==> src/hw/cwlo_pkg.sv <==
package cwlo_pkg;
    // Register indexes on the register port.
    localparam logic [11:0] CWLO_ADDR_PHASE = 12'h02d;
    localparam logic [11:0] CWLO_ADDR_DIVCFG = 12'h02e;
    localparam logic [11:0] CWLO_ADDR_TRIG = 12'h10c;
    localparam logic [11:0] CWLO_ADDR_TONE = 12'h116;
    localparam logic [11:0] CWLO_ADDR_CHMASK = 12'h005;

    // Field positions.
    localparam int CWLO_PHASE_LSB = 0;
    localparam int CWLO_DIV_LSB = 0;
    localparam int CWLO_SYNC_EDGE_BIT = 3;
    localparam int CWLO_SWTRIG_BIT = 5;
    localparam int CWLO_TONE_LSB = 2;

    // Reset values.
    localparam logic [7:0] CWLO_RST_REG = 8'h00;
    localparam logic [7:0] CWLO_RST_CHMASK = 8'hff;
    localparam logic [3:0] CWLO_RST_PHASE = 4'h0;
    localparam logic [3:0] CWLO_COUNT_SYNC = 4'h0;

    // Divider select codes.
    localparam logic [2:0] CWLO_DIV_CODE_4 = 3'h0;
    localparam logic [2:0] CWLO_DIV_CODE_8 = 3'h1;
    localparam logic [2:0] CWLO_DIV_CODE_16 = 3'h2;

    // Test tone level codes.
    localparam logic [1:0] CWLO_TONE_X1 = 2'h0;
    localparam logic [1:0] CWLO_TONE_X2 = 2'h1;
    localparam logic [1:0] CWLO_TONE_X4 = 2'h2;
    localparam logic [1:0] CWLO_TONE_RSVD = 2'h3;

    typedef enum logic [1:0] {
        CWLO_DIV4,
        CWLO_DIV8,
        CWLO_DIV16
    } cwlo_div_t;

    typedef struct packed {
        logic wr;
        logic rd;
        logic [11:0] addr;
        logic [7:0] wdata;
    } cwlo_reg_req_t;

    typedef struct packed {
        logic demod_reset;
        logic power_seq_start;
        logic framing_align;
    } cwlo_trig_t;

    // Counter mask (M - 1) for a divider mode.
    function automatic logic [3:0] cwlo_mask(input cwlo_div_t m);
        unique case (m)
            CWLO_DIV4: cwlo_mask = 4'h3;
            CWLO_DIV8: cwlo_mask = 4'h7;
            CWLO_DIV16: cwlo_mask = 4'hf;
        endcase
    endfunction : cwlo_mask

    // Right shift that turns a 16-step phase code into divider counts.
    function automatic logic [1:0] cwlo_shift(input cwlo_div_t m);
        unique case (m)
            CWLO_DIV4: cwlo_shift = 2'h2;
            CWLO_DIV8: cwlo_shift = 2'h1;
            CWLO_DIV16: cwlo_shift = 2'h0;
        endcase
    endfunction : cwlo_shift
endpackage : cwlo_pkg

==> src/hw/cwlo_chan.sv <==
`timescale 1ns/1ns
module cwlo_chan
    import cwlo_pkg::*;
(
    // Clock and reset.
    input wire logic clk,
    input wire logic nrst,
    // Shared divider state.
    input wire logic [3:0] count,
    input cwlo_div_t div_mode,
    // Channel phase code.
    input wire logic [3:0] phase_code,
    // Retimed LO outputs.
    output logic lo_i,
    output logic lo_q
);
    logic next_lo_i;
    logic next_lo_q;
    logic [3:0] mask;
    logic [3:0] half;
    logic [3:0] pos;
    logic [3:0] qpos;

    always_comb begin
        mask = cwlo_mask(div_mode);
        half = (mask >> 1) + 4'h1;
        // A higher code advances the position, so that channel leads.
        pos = (count + (phase_code >> cwlo_shift(div_mode))) & mask;
        // Quarter-period lag taken from evenly spaced counter states.
        qpos = (pos - (half >> 1)) & mask;
        next_lo_i = pos < half;
        next_lo_q = qpos < half;
    end

    // Last flops run straight off the master LO so counter decode glitches never reach the pins.
    always_ff @(posedge clk) begin
        if (!nrst) begin
            lo_i <= 1'b0;
            lo_q <= 1'b0;
        end else begin
            lo_i <= next_lo_i;
            lo_q <= next_lo_q;
        end
    end
endmodule : cwlo_chan

==> src/hw/cwlo_gen.sv <==
`timescale 1ns/1ns
module cwlo_gen
    import cwlo_pkg::*;
#(
    parameter int CHANNELS = 8
) (
    // Master LO clock and reset.
    input wire logic clk,
    input wire logic nrst,
    // Register port.
    input cwlo_reg_req_t reg_req,
    output logic [7:0] reg_rdata,
    // Trigger and divider sync pins.
    input wire logic transmit_trigger_input,
    input wire logic divider_sync_input,
    // Trigger event pulses.
    output cwlo_trig_t trig_out,
    // Analog test tone level.
    output logic [1:0] test_tone_level,
    // Per-channel quadrature LO.
    output logic [CHANNELS-1:0] lo_i,
    output logic [CHANNELS-1:0] lo_q
);
    logic [7:0] divcfg, next_divcfg;
    logic [7:0] trigreg, next_trigreg;
    logic [7:0] tonereg, next_tonereg;
    logic [7:0] chmask, next_chmask;
    logic [3:0] phase [CHANNELS];
    logic [3:0] next_phase [CHANNELS];
    logic [7:0] next_rdata;
    logic [1:0] next_tone_level;
    logic [3:0] count, next_count;
    logic trig_q, next_trig_q;
    logic sync_q, next_sync_q;
    logic sync_qq, next_sync_qq;
    logic sw_trig, hw_trig;
    cwlo_trig_t next_trig_out;
    cwlo_div_t div_mode, next_div_mode;
    logic sync_edge;
    logic [3:0] first_phase;

    always_comb begin
        sw_trig = reg_req.wr && reg_req.addr == CWLO_ADDR_TRIG
            && reg_req.wdata[CWLO_SWTRIG_BIT];
        next_divcfg = divcfg;
        next_trigreg = trigreg;
        next_tonereg = tonereg;
        next_chmask = chmask;
        next_phase = phase;
        if (reg_req.wr) begin
            unique case (reg_req.addr)
                CWLO_ADDR_DIVCFG: next_divcfg = reg_req.wdata;
                CWLO_ADDR_TONE: next_tonereg = reg_req.wdata;
                CWLO_ADDR_CHMASK: next_chmask = reg_req.wdata;
                CWLO_ADDR_TRIG: begin
                    // The trigger bit is a strobe and never stays set.
                    next_trigreg = reg_req.wdata;
                    next_trigreg[CWLO_SWTRIG_BIT] = 1'b0;
                end
                CWLO_ADDR_PHASE: begin
                    for (int c = 0; c < CHANNELS; c++) begin
                        if (chmask[c]) begin
                            next_phase[c] = reg_req.wdata[CWLO_PHASE_LSB +: 4];
                        end
                    end
                end
                default: ;
            endcase
        end
    end

    always_comb begin
        first_phase = CWLO_RST_PHASE;
        for (int c = CHANNELS - 1; c >= 0; c--) begin
            if (chmask[c]) begin
                first_phase = phase[c];
            end
        end
        next_rdata = CWLO_RST_REG;
        if (reg_req.rd) begin
            unique case (reg_req.addr)
                CWLO_ADDR_DIVCFG: next_rdata = divcfg;
                CWLO_ADDR_TONE: next_rdata = tonereg;
                CWLO_ADDR_CHMASK: next_rdata = chmask;
                CWLO_ADDR_TRIG: next_rdata = trigreg;
                CWLO_ADDR_PHASE: next_rdata = {4'h0, first_phase};
                default: next_rdata = CWLO_RST_REG;
            endcase
        end
    end

    always_ff @(posedge clk) begin
        if (!nrst) begin
            divcfg <= CWLO_RST_REG;
            trigreg <= CWLO_RST_REG;
            tonereg <= CWLO_RST_REG;
            chmask <= CWLO_RST_CHMASK;
            reg_rdata <= CWLO_RST_REG;
            for (int c = 0; c < CHANNELS; c++) begin
                phase[c] <= CWLO_RST_PHASE;
            end
        end else begin
            divcfg <= next_divcfg;
            trigreg <= next_trigreg;
            tonereg <= next_tonereg;
            chmask <= next_chmask;
            reg_rdata <= next_rdata;
            phase <= next_phase;
        end
    end

    // Tone level; the reserved code leaves the previous level in force.
    always_comb begin
        next_tone_level = test_tone_level;
        unique case (tonereg[CWLO_TONE_LSB +: 2])
            CWLO_TONE_X1, CWLO_TONE_X2, CWLO_TONE_X4: begin
                next_tone_level = tonereg[CWLO_TONE_LSB +: 2];
            end
            CWLO_TONE_RSVD: ;
        endcase
    end

    always_ff @(posedge clk) begin
        if (!nrst) begin
            test_tone_level <= CWLO_TONE_X1;
        end else begin
            test_tone_level <= next_tone_level;
        end
    end

    // Trigger: the pin is sampled every edge so all devices see it on the same one.
    always_comb begin
        next_trig_q = transmit_trigger_input;
        hw_trig = transmit_trigger_input && !trig_q;
        next_trig_out.demod_reset = hw_trig || sw_trig;
        next_trig_out.power_seq_start = hw_trig || sw_trig;
        next_trig_out.framing_align = hw_trig || sw_trig;
    end

    always_ff @(posedge clk) begin
        if (!nrst) begin
            trig_q <= 1'b0;
            trig_out <= '0;
        end else begin
            trig_q <= next_trig_q;
            trig_out <= next_trig_out;
        end
    end

    // Divider. Falling-edge sampling is modelled as a half-cycle later capture,
    // which in a single clock domain lands one rising edge later.
    always_comb begin
        unique case (divcfg[CWLO_DIV_LSB +: 3])
            CWLO_DIV_CODE_4: next_div_mode = CWLO_DIV4;
            CWLO_DIV_CODE_8: next_div_mode = CWLO_DIV8;
            default: next_div_mode = CWLO_DIV16;
        endcase
        next_sync_q = divider_sync_input;
        next_sync_qq = sync_q;
        if (divcfg[CWLO_SYNC_EDGE_BIT]) begin
            sync_edge = sync_q && !sync_qq;
        end else begin
            sync_edge = divider_sync_input && !sync_q;
        end
        if (sync_edge) begin
            next_count = CWLO_COUNT_SYNC;
        end else begin
            next_count = (count + 4'h1) & cwlo_mask(div_mode);
        end
    end

    always_ff @(posedge clk) begin
        if (!nrst) begin
            div_mode <= CWLO_DIV4;
            sync_q <= 1'b0;
            sync_qq <= 1'b0;
            count <= CWLO_COUNT_SYNC;
        end else begin
            div_mode <= next_div_mode;
            sync_q <= next_sync_q;
            sync_qq <= next_sync_qq;
            count <= next_count;
        end
    end

    for (genvar c = 0; c < CHANNELS; c++) begin : g_chan
        cwlo_chan u_chan (
            .clk(clk),
            .nrst(nrst),
            .count(count),
            .div_mode(div_mode),
            .phase_code(phase[c]),
            .lo_i(lo_i[c]),
            .lo_q(lo_q[c])
        );
    end
endmodule : cwlo_gen

==> config.mk <==
export PLATFORM = sky130hd
export DESIGN_NAME = cwlo_gen
export DESIGN_NICKNAME = d
export VERILOG_FILES = /design/src/hw/cwlo_pkg.sv /design/src/hw/cwlo_chan.sv /design/src/hw/cwlo_gen.sv
export SDC_FILE = /design/constraint.sdc
export NUM_CORES = 1
export LEC_CHECK = 0
export BUFFER_PORTS_ARGS = -buffer_cell sky130_fd_sc_hd__clkbuf_2
export CORE_MARGIN = 2
export CORE_UTILIZATION = 40
export DETAILED_ROUTE_END_ITERATION = 10
export MAX_ROUTING_LAYER = met4
export PLACE_DENSITY = 0.66
export SKIP_LAST_GASP = 1
export SLEW_MARGIN = 0
export SYNTH_ARGS = -nofsm -noshare
export SYNTH_HDL_FRONTEND = slang
export SYNTH_SLANG_ARGS = --single-unit
==> constraint.sdc <==
create_clock -name clk -period 5 [get_ports clk]
set_clock_uncertainty 0.05 [all_clocks]
set_input_delay 0.25 -clock clk [delete_from_list [all_inputs] [get_ports clk]]
set_output_delay 0.25 -clock clk [all_outputs]
set_load 0.01 [all_outputs]
==> Word-level counts from Yosys, hierarchy flattened <==
Index checks and enable logic that the tools add are counted.
{ "totals": {"ff_bits": 99, "input_bits": 26, "out_inout_bits": 29, "word_cells": 147} }
{ "op_classes": {"addsub": 18, "magnitude_cmp": 16, "n_eq_ne": 10, "shifts": 8, "muxes": 14, "bitwise": 18, "n_reduce_logical": 27} }
{ "ops": {"columns": ["op", "count"], "rows": [
  ["bitwise AND 4 bit", 17],
  ["< comparator 4 bit", 16],
  ["one-hot mux 8 bit (5 select lines)", 1],
  ["2-to-1 mux 4 bit", 9],
  ["adder 4 bit", 8],
  ["right shift 4 x 2 -> 4 bit", 8],
  ["subtractor 4 x 3 -> 4 bit", 8],
  ["== test 12 x 6 -> 1 bit (second input constant)", 2],
  ["== test 12 x 9 -> 1 bit (second input constant)", 2],
  ["AND reduction 3 bit", 8],
  ["== test 12 x 3 -> 1 bit (second input constant)", 1],
  ["one-hot mux 4 bit (3 select lines)", 1],
  ["AND reduction 2 bit", 5],
  ["one-hot mux 2 bit (3 select lines)", 1],
  ["logical AND 1 bit", 5],
  ["adder 3 x 1 -> 4 bit (second input constant)", 1],
  ["adder 4 x 1 -> 4 bit (second input constant)", 1],
  ["== test 2 x 1 -> 1 bit (second input constant)", 2],
  ["== test 2 bit (second input constant)", 2],
  ["zero test 2 bit", 2],
  ["one-hot mux 2 bit (2 select lines)", 1],
  ["== test 3 x 1 -> 1 bit (second input constant)", 1],
  ["zero test 1 bit", 3],
  ["zero test 3 bit", 1],
  ["other kinds (5)", 5]
]} }

==> Logic depth before layout (Yosys ltp) <==
{ "depth": {"word_depth": 9, "depth_mapped": 20, "mapped_depth_nobuf": 16} }

==> Modules after synthesis <==
From an unflattened synthesis, not the netlist that was laid out.
{ "hier_totals": {"cells_unflattened": 845, "hier_area_um2": 7749.9} }
{ "by_module_without_submodules": {"columns": ["mod", "n_inst", "cells_per_inst", "area_each_um2", "seq_area_each_um2"], "rows": [
  ["cwlo_gen", 1, 413, 3772.4, 1661.6],
  ["cwlo_chan at g_chan[0].u_chan ...", 7, 54, 499.2, 40.0],
  ["cwlo_chan at g_chan[7].u_chan", 1, 54, 483.0, 40.0]
]} }

==> Least setup slack after synthesis <==
No wires, ideal clock.
{ "synth_path": {"kind": "register to register", "from": "reg div_mode[1]", "to": "reg g_chan[5].u_chan.lo_q", "setup_time_ns": 0.116, "arrival_ns": 4.030, "t_required_ns": 4.834, "path_slack_ns": 0.805, "path_stages_with_launch": 18, "path_buffers": 2, "synth_period_minus_slack_ns": 4.195, "path_cell_list": "dfxtp_1 -> inv_1 -> ha_1 -> clkbuf_1 -> buf_1 -> mux2i_1 -> a21oi_1 -> ha_1 -> fa_1 -> inv_1 -> fa_1 -> xnor2_1 -> xnor2_1 -> nor2_1 -> ha_1 -> a21boi_0 -> o21ai_0 -> and3b_1"} }
{ "synth_between": {"elab_chain_cells": 8, "word_cells_on_any_way": 12, "classes_between": "add/sub: 3; order compare: 1; eq/ne: 2; shift: 1; mux: 2; bitwise: 2; reduce/logical: 1"} }
{ "synth_rtl": {"columns": ["element", "line", "rtl"], "rows": [
  ["start: declaration", "cwlo_gen.sv:38", "cwlo_div_t div_mode, next_div_mode;"],
  ["start signal: assignment", "cwlo_gen.sv:179", "div_mode <= next_div_mode;"],
  ["== test 2 bit (tied with other cells)", "cwlo_pkg.sv:54, cwlo_pkg.sv:63", null],
  ["one-hot mux 2 bit (3 select lines)", "cwlo_pkg.sv:63", "unique case (m)"],
  ["right shift 4 x 2 -> 4 bit", "cwlo_chan.sv:28", "pos = (count + (phase_code >> cwlo_shift(div_mode))) & mask;"],
  ["adder 4 bit", "cwlo_chan.sv:28", null],
  ["bitwise AND 4 bit", "cwlo_chan.sv:28", null],
  ["subtractor 4 x 3 -> 4 bit", "cwlo_chan.sv:30", "qpos = (pos - (half >> 1)) & mask;"],
  ["bitwise AND 4 bit", "cwlo_chan.sv:30", null],
  ["< comparator 4 bit (*)", "cwlo_chan.sv:32", "next_lo_q = qpos < half;"],
  ["end signal: assignment", "cwlo_chan.sv:42", "lo_q <= next_lo_q;"],
  ["end: declaration", "cwlo_chan.sv:15", "output logic lo_q"]
]} }
Every way passes the cells marked *; elsewhere a longest branch is shown, timed or not. The select of a mux whose other input is x is not followed.
A chain may end at the register's enable or synchronous reset.

==> Final worst setup path <==
{ "layout_path": {"from": "reg div_mode[1]", "to": "reg g_chan[0].u_chan.lo_q"} }
{ "layout_between": {"elab_chain_cells": 8, "word_cells_on_any_way": 12, "classes_between": "add/sub: 3; order compare: 1; eq/ne: 2; shift: 1; mux: 2; bitwise: 2; reduce/logical: 1"} }
{ "layout_rtl": {"columns": ["element", "line"], "rows": [
  ["== test 2 bit (tied with other cells)", "cwlo_pkg.sv:54, cwlo_pkg.sv:63"],
  ["one-hot mux 2 bit (3 select lines)", "cwlo_pkg.sv:63"],
  ["right shift 4 x 2 -> 4 bit", "cwlo_chan.sv:28"],
  ["adder 4 bit", "cwlo_chan.sv:28"],
  ["bitwise AND 4 bit", "cwlo_chan.sv:28"],
  ["subtractor 4 x 3 -> 4 bit", "cwlo_chan.sv:30"],
  ["bitwise AND 4 bit", "cwlo_chan.sv:30"],
  ["< comparator 4 bit (*)", "cwlo_chan.sv:32"],
  ["end signal: assignment", "cwlo_chan.sv:42"],
  ["end: declaration", "cwlo_chan.sv:15"]
]} }
Marks and branches as above.

==> metrics.txt <==
post_cts resized 0; CP Capture Type register; Slew @ Worst Pin 1.01 ns; LEAKAGE 3.38 nW; Setup CP Type register to register; NumNets Final 929; XOR/XNOR Fraction of Synth Area 0.0517; port buffer count 54; Final Max Slew Viols 0; gpl congestion 0.813; CTS Buf Count 9; crit path time final 4.11 ns; Reg2Reg Launch Point div_mode[1]; worst skew pair latency 0.36 ns; die width 137 um; largest family of logic cells by synthesized area simple AND/OR/NAND/NOR gates; max cap viols 0; Compound-Gate Fraction of Synth Area 0.159; root buf cell clkbuf_16; Synth Flop Type dfxtp_1; DR WL/cell 15.4 um; post-synthesis sequential area ratio 0.278; Post-Synthesis Cells 815; CP required 5.20 ns; Post-synth EDFFs 0; peak supply drop 0.220 mV; Simple-Gate Fraction of Synth Area 0.223; TritonCTS clock tree yes; core area 17400 um^2; die area 18900 um^2; DP HPWL 11700 um; Ys Warns 0; largest net degree at the start of global routing 98; H-tree lvl count 3; min-delay worst type input port to register; post-synthesis mux area share 0.0689; CTS clk-pin slew, worst paths 0.08 ns; Detail Route Antenna Nets 0; Distinct cells, synth 52; Die Span Y 137 um; share of cells above drive strength 1 0.115; Pwr Density 224 nW/um^2; Min-Delay Endpoint next_sync_qq; Max transition margin 0.323; status finished, final reports clean; Fillers 1717; Syn Nets 920; Setup crit start kind register; total global-route track usage 0.187; # IOs 55; RSZ-0062 raised after global routing false; via count 5621; Synth Area in Adders 0.156; number of global-route vias before repair 5252; most frequent cells in the layout dfxtp_1, nand2_1, ha_1, clkbuf_2, nor2b_1; first-pass GRT wire length 27300 um; Post-Route WL 16300 um; Async S/R FF share, synth 0; commonest non-fill, non-tap cell in the layout dfxtp_1; register-to-register setup slack 0.89 ns; Post-CTS Setup Inserts 0; Cell Area, Synth 7120 um^2; crit path max fanout 17; GR Overflow Total 0; R2R depth 17; # rows 48; initial detailed-routing violation count 416; DRC viols 0; syn avg cell area 8.74 um^2; Setup TNS 0 ns; diode count 0; PnR Total Power 1.73 mW; Sink Count 99; Final Hold Viols 0; final worst path period share 0.822; critical path arrival 4.31 ns; Initial Util 0.410; Seq cells post-synth 99; fmax 0.243 GHz; initial antenna violation count 0; hold_buf cts 0; reg-to-reg endpoint g_chan[0].u_chan.lo_q; worst hold stages 2; count of final setup violators 0; via/cell ratio 5.33; hold wc startpoint divider_sync_input; area grow syn2layout 8.57%; clk buf depth 2; drt pass-1 iters 5
-- worst max-delay path by stage --
stage | startpoint | endpoint | slack, ns | cells past startpoint
final | div_mode[1] | g_chan[0].u_chan.lo_q | 0.89 | 17
after floorplan | div_mode[1] | g_chan[5].u_chan.lo_q | 0.80 | 17
after CTS | div_mode[1] | g_chan[0].u_chan.lo_q | 0.92 | 17
after detailed placement | div_mode[1] | g_chan[0].u_chan.lo_q | 0.92 | 17
after global placement | div_mode[1] | g_chan[0].u_chan.lo_q | 1.03 | 17
after global routing | div_mode[0] | g_chan[2].u_chan.lo_q | 0.52 | 15
-- registers in the layout (all words and copies together) (netlist names) --
register and count:
trigreg 7, phase 32, test_tone_level 2, next_sync_qq 1, trig_out 1, g_chan.u_chan.lo_q 8, count 4, tonereg 8
sync_qq 1, divcfg 8, reg_rdata 8, div_mode 2, g_chan.u_chan.lo_i 8, chmask 8, trig_q 1
-- layout make-up --
class	count	area, um^2	share of cell area
multi-input cells	622	4690	0.607
flip-flops and latches	99	1980	0.256
repair buffers	64	345	0.0447
well taps	225	282	0.0364
clock buffers	9	225	0.0291
inverters	28	105	0.0136
clock inverters	7	103	0.0133
-- synth_stat cells (all sizes together) (9+ instances only) --
master | number | area share
o22ai | 12 | 0.011
nand3 | 42 | 0.040
and3b | 17 | 0.021
a21oi | 43 | 0.030
o21ai | 43 | 0.030
a21boi | 24 | 0.025
ha | 63 | 0.11
nor3 | 10 | 0.0070
dfxtp | 99 | 0.28
buf | 37 | 0.033
nand2 | 65 | 0.035
fa | 16 | 0.045
nor3b | 9 | 0.0095
xnor2 | 33 | 0.041
a21o | 9 | 0.0095
nor2 | 41 | 0.022
mux2i | 49 | 0.069
inv | 27 | 0.014
and2 | 12 | 0.011
nor2b | 52 | 0.046
clkbuf | 29 | 0.015
xor2 | 9 | 0.011
-- logic make-up after synthesis --
family | count (synthesis)
adders and majority gates | 79
muxes | 49
and+or+nand+nor | 275
AOI/OAI and AO/OA | 177
xor gates and xnor gates | 42
DFF | 99
buffers and inverters | 94
-- layer usage --
metal	GRT usage	up-vias	share of wire
met5	-	-	0
met4	0.0447	0	0.011
met3	0.0302	14	0.038
met2	0.286	117	0.45
met1	0.259	2614	0.50
li1	-	2876	-
-- worst max-delay path, cell delays in order (launching register included) --
cell      delay, ns
dfxtp_1        0.33
inv_1          0.08
ha_1           0.54
buf_4          0.30
nor2b_1        0.06
a211oi_1       0.21
a21oi_1        0.07
ha_1           0.24
fa_1           0.51
inv_1          0.08
fa_1           0.40
xnor2_1        0.20
xnor2_1        0.15
nor2_1         0.06
ha_1           0.30
a21boi_0       0.17
o21ai_0        0.09
and3b_1        0.17
-- per-stage QoR --
step | cells | hold WS (ns) | setup slack, ns | cell area, um^2 | utilization
2_1_floorplan | 815 | 0.322 | 0.805 | 7120 | -
3_3_place_gp | 1038 | 0.386 | 1.03 | 7400 | 0.427
3_5_place_dp | 1038 | 0.386 | 0.919 | 7400 | 0.427
4_1_cts | 1054 | 0.0543 | 0.922 | 7730 | 0.446
5_1_grt | 1054 | 0.0610 | 0.519 | 7730 | 0.446
6_report | 1054 | 0.0650 | 0.892 | 7730 | 0.446
-- power by group --
group	internal (mW)	switching (mW)	total (mW)
clock	0.408	0.358	0.766
combinational	0.0668	0.0879	0.155
sequential	0.801	0.00979	0.810
total	1.28	0.456	1.73
No activity file was read; power rests on OpenSTA's default activity.
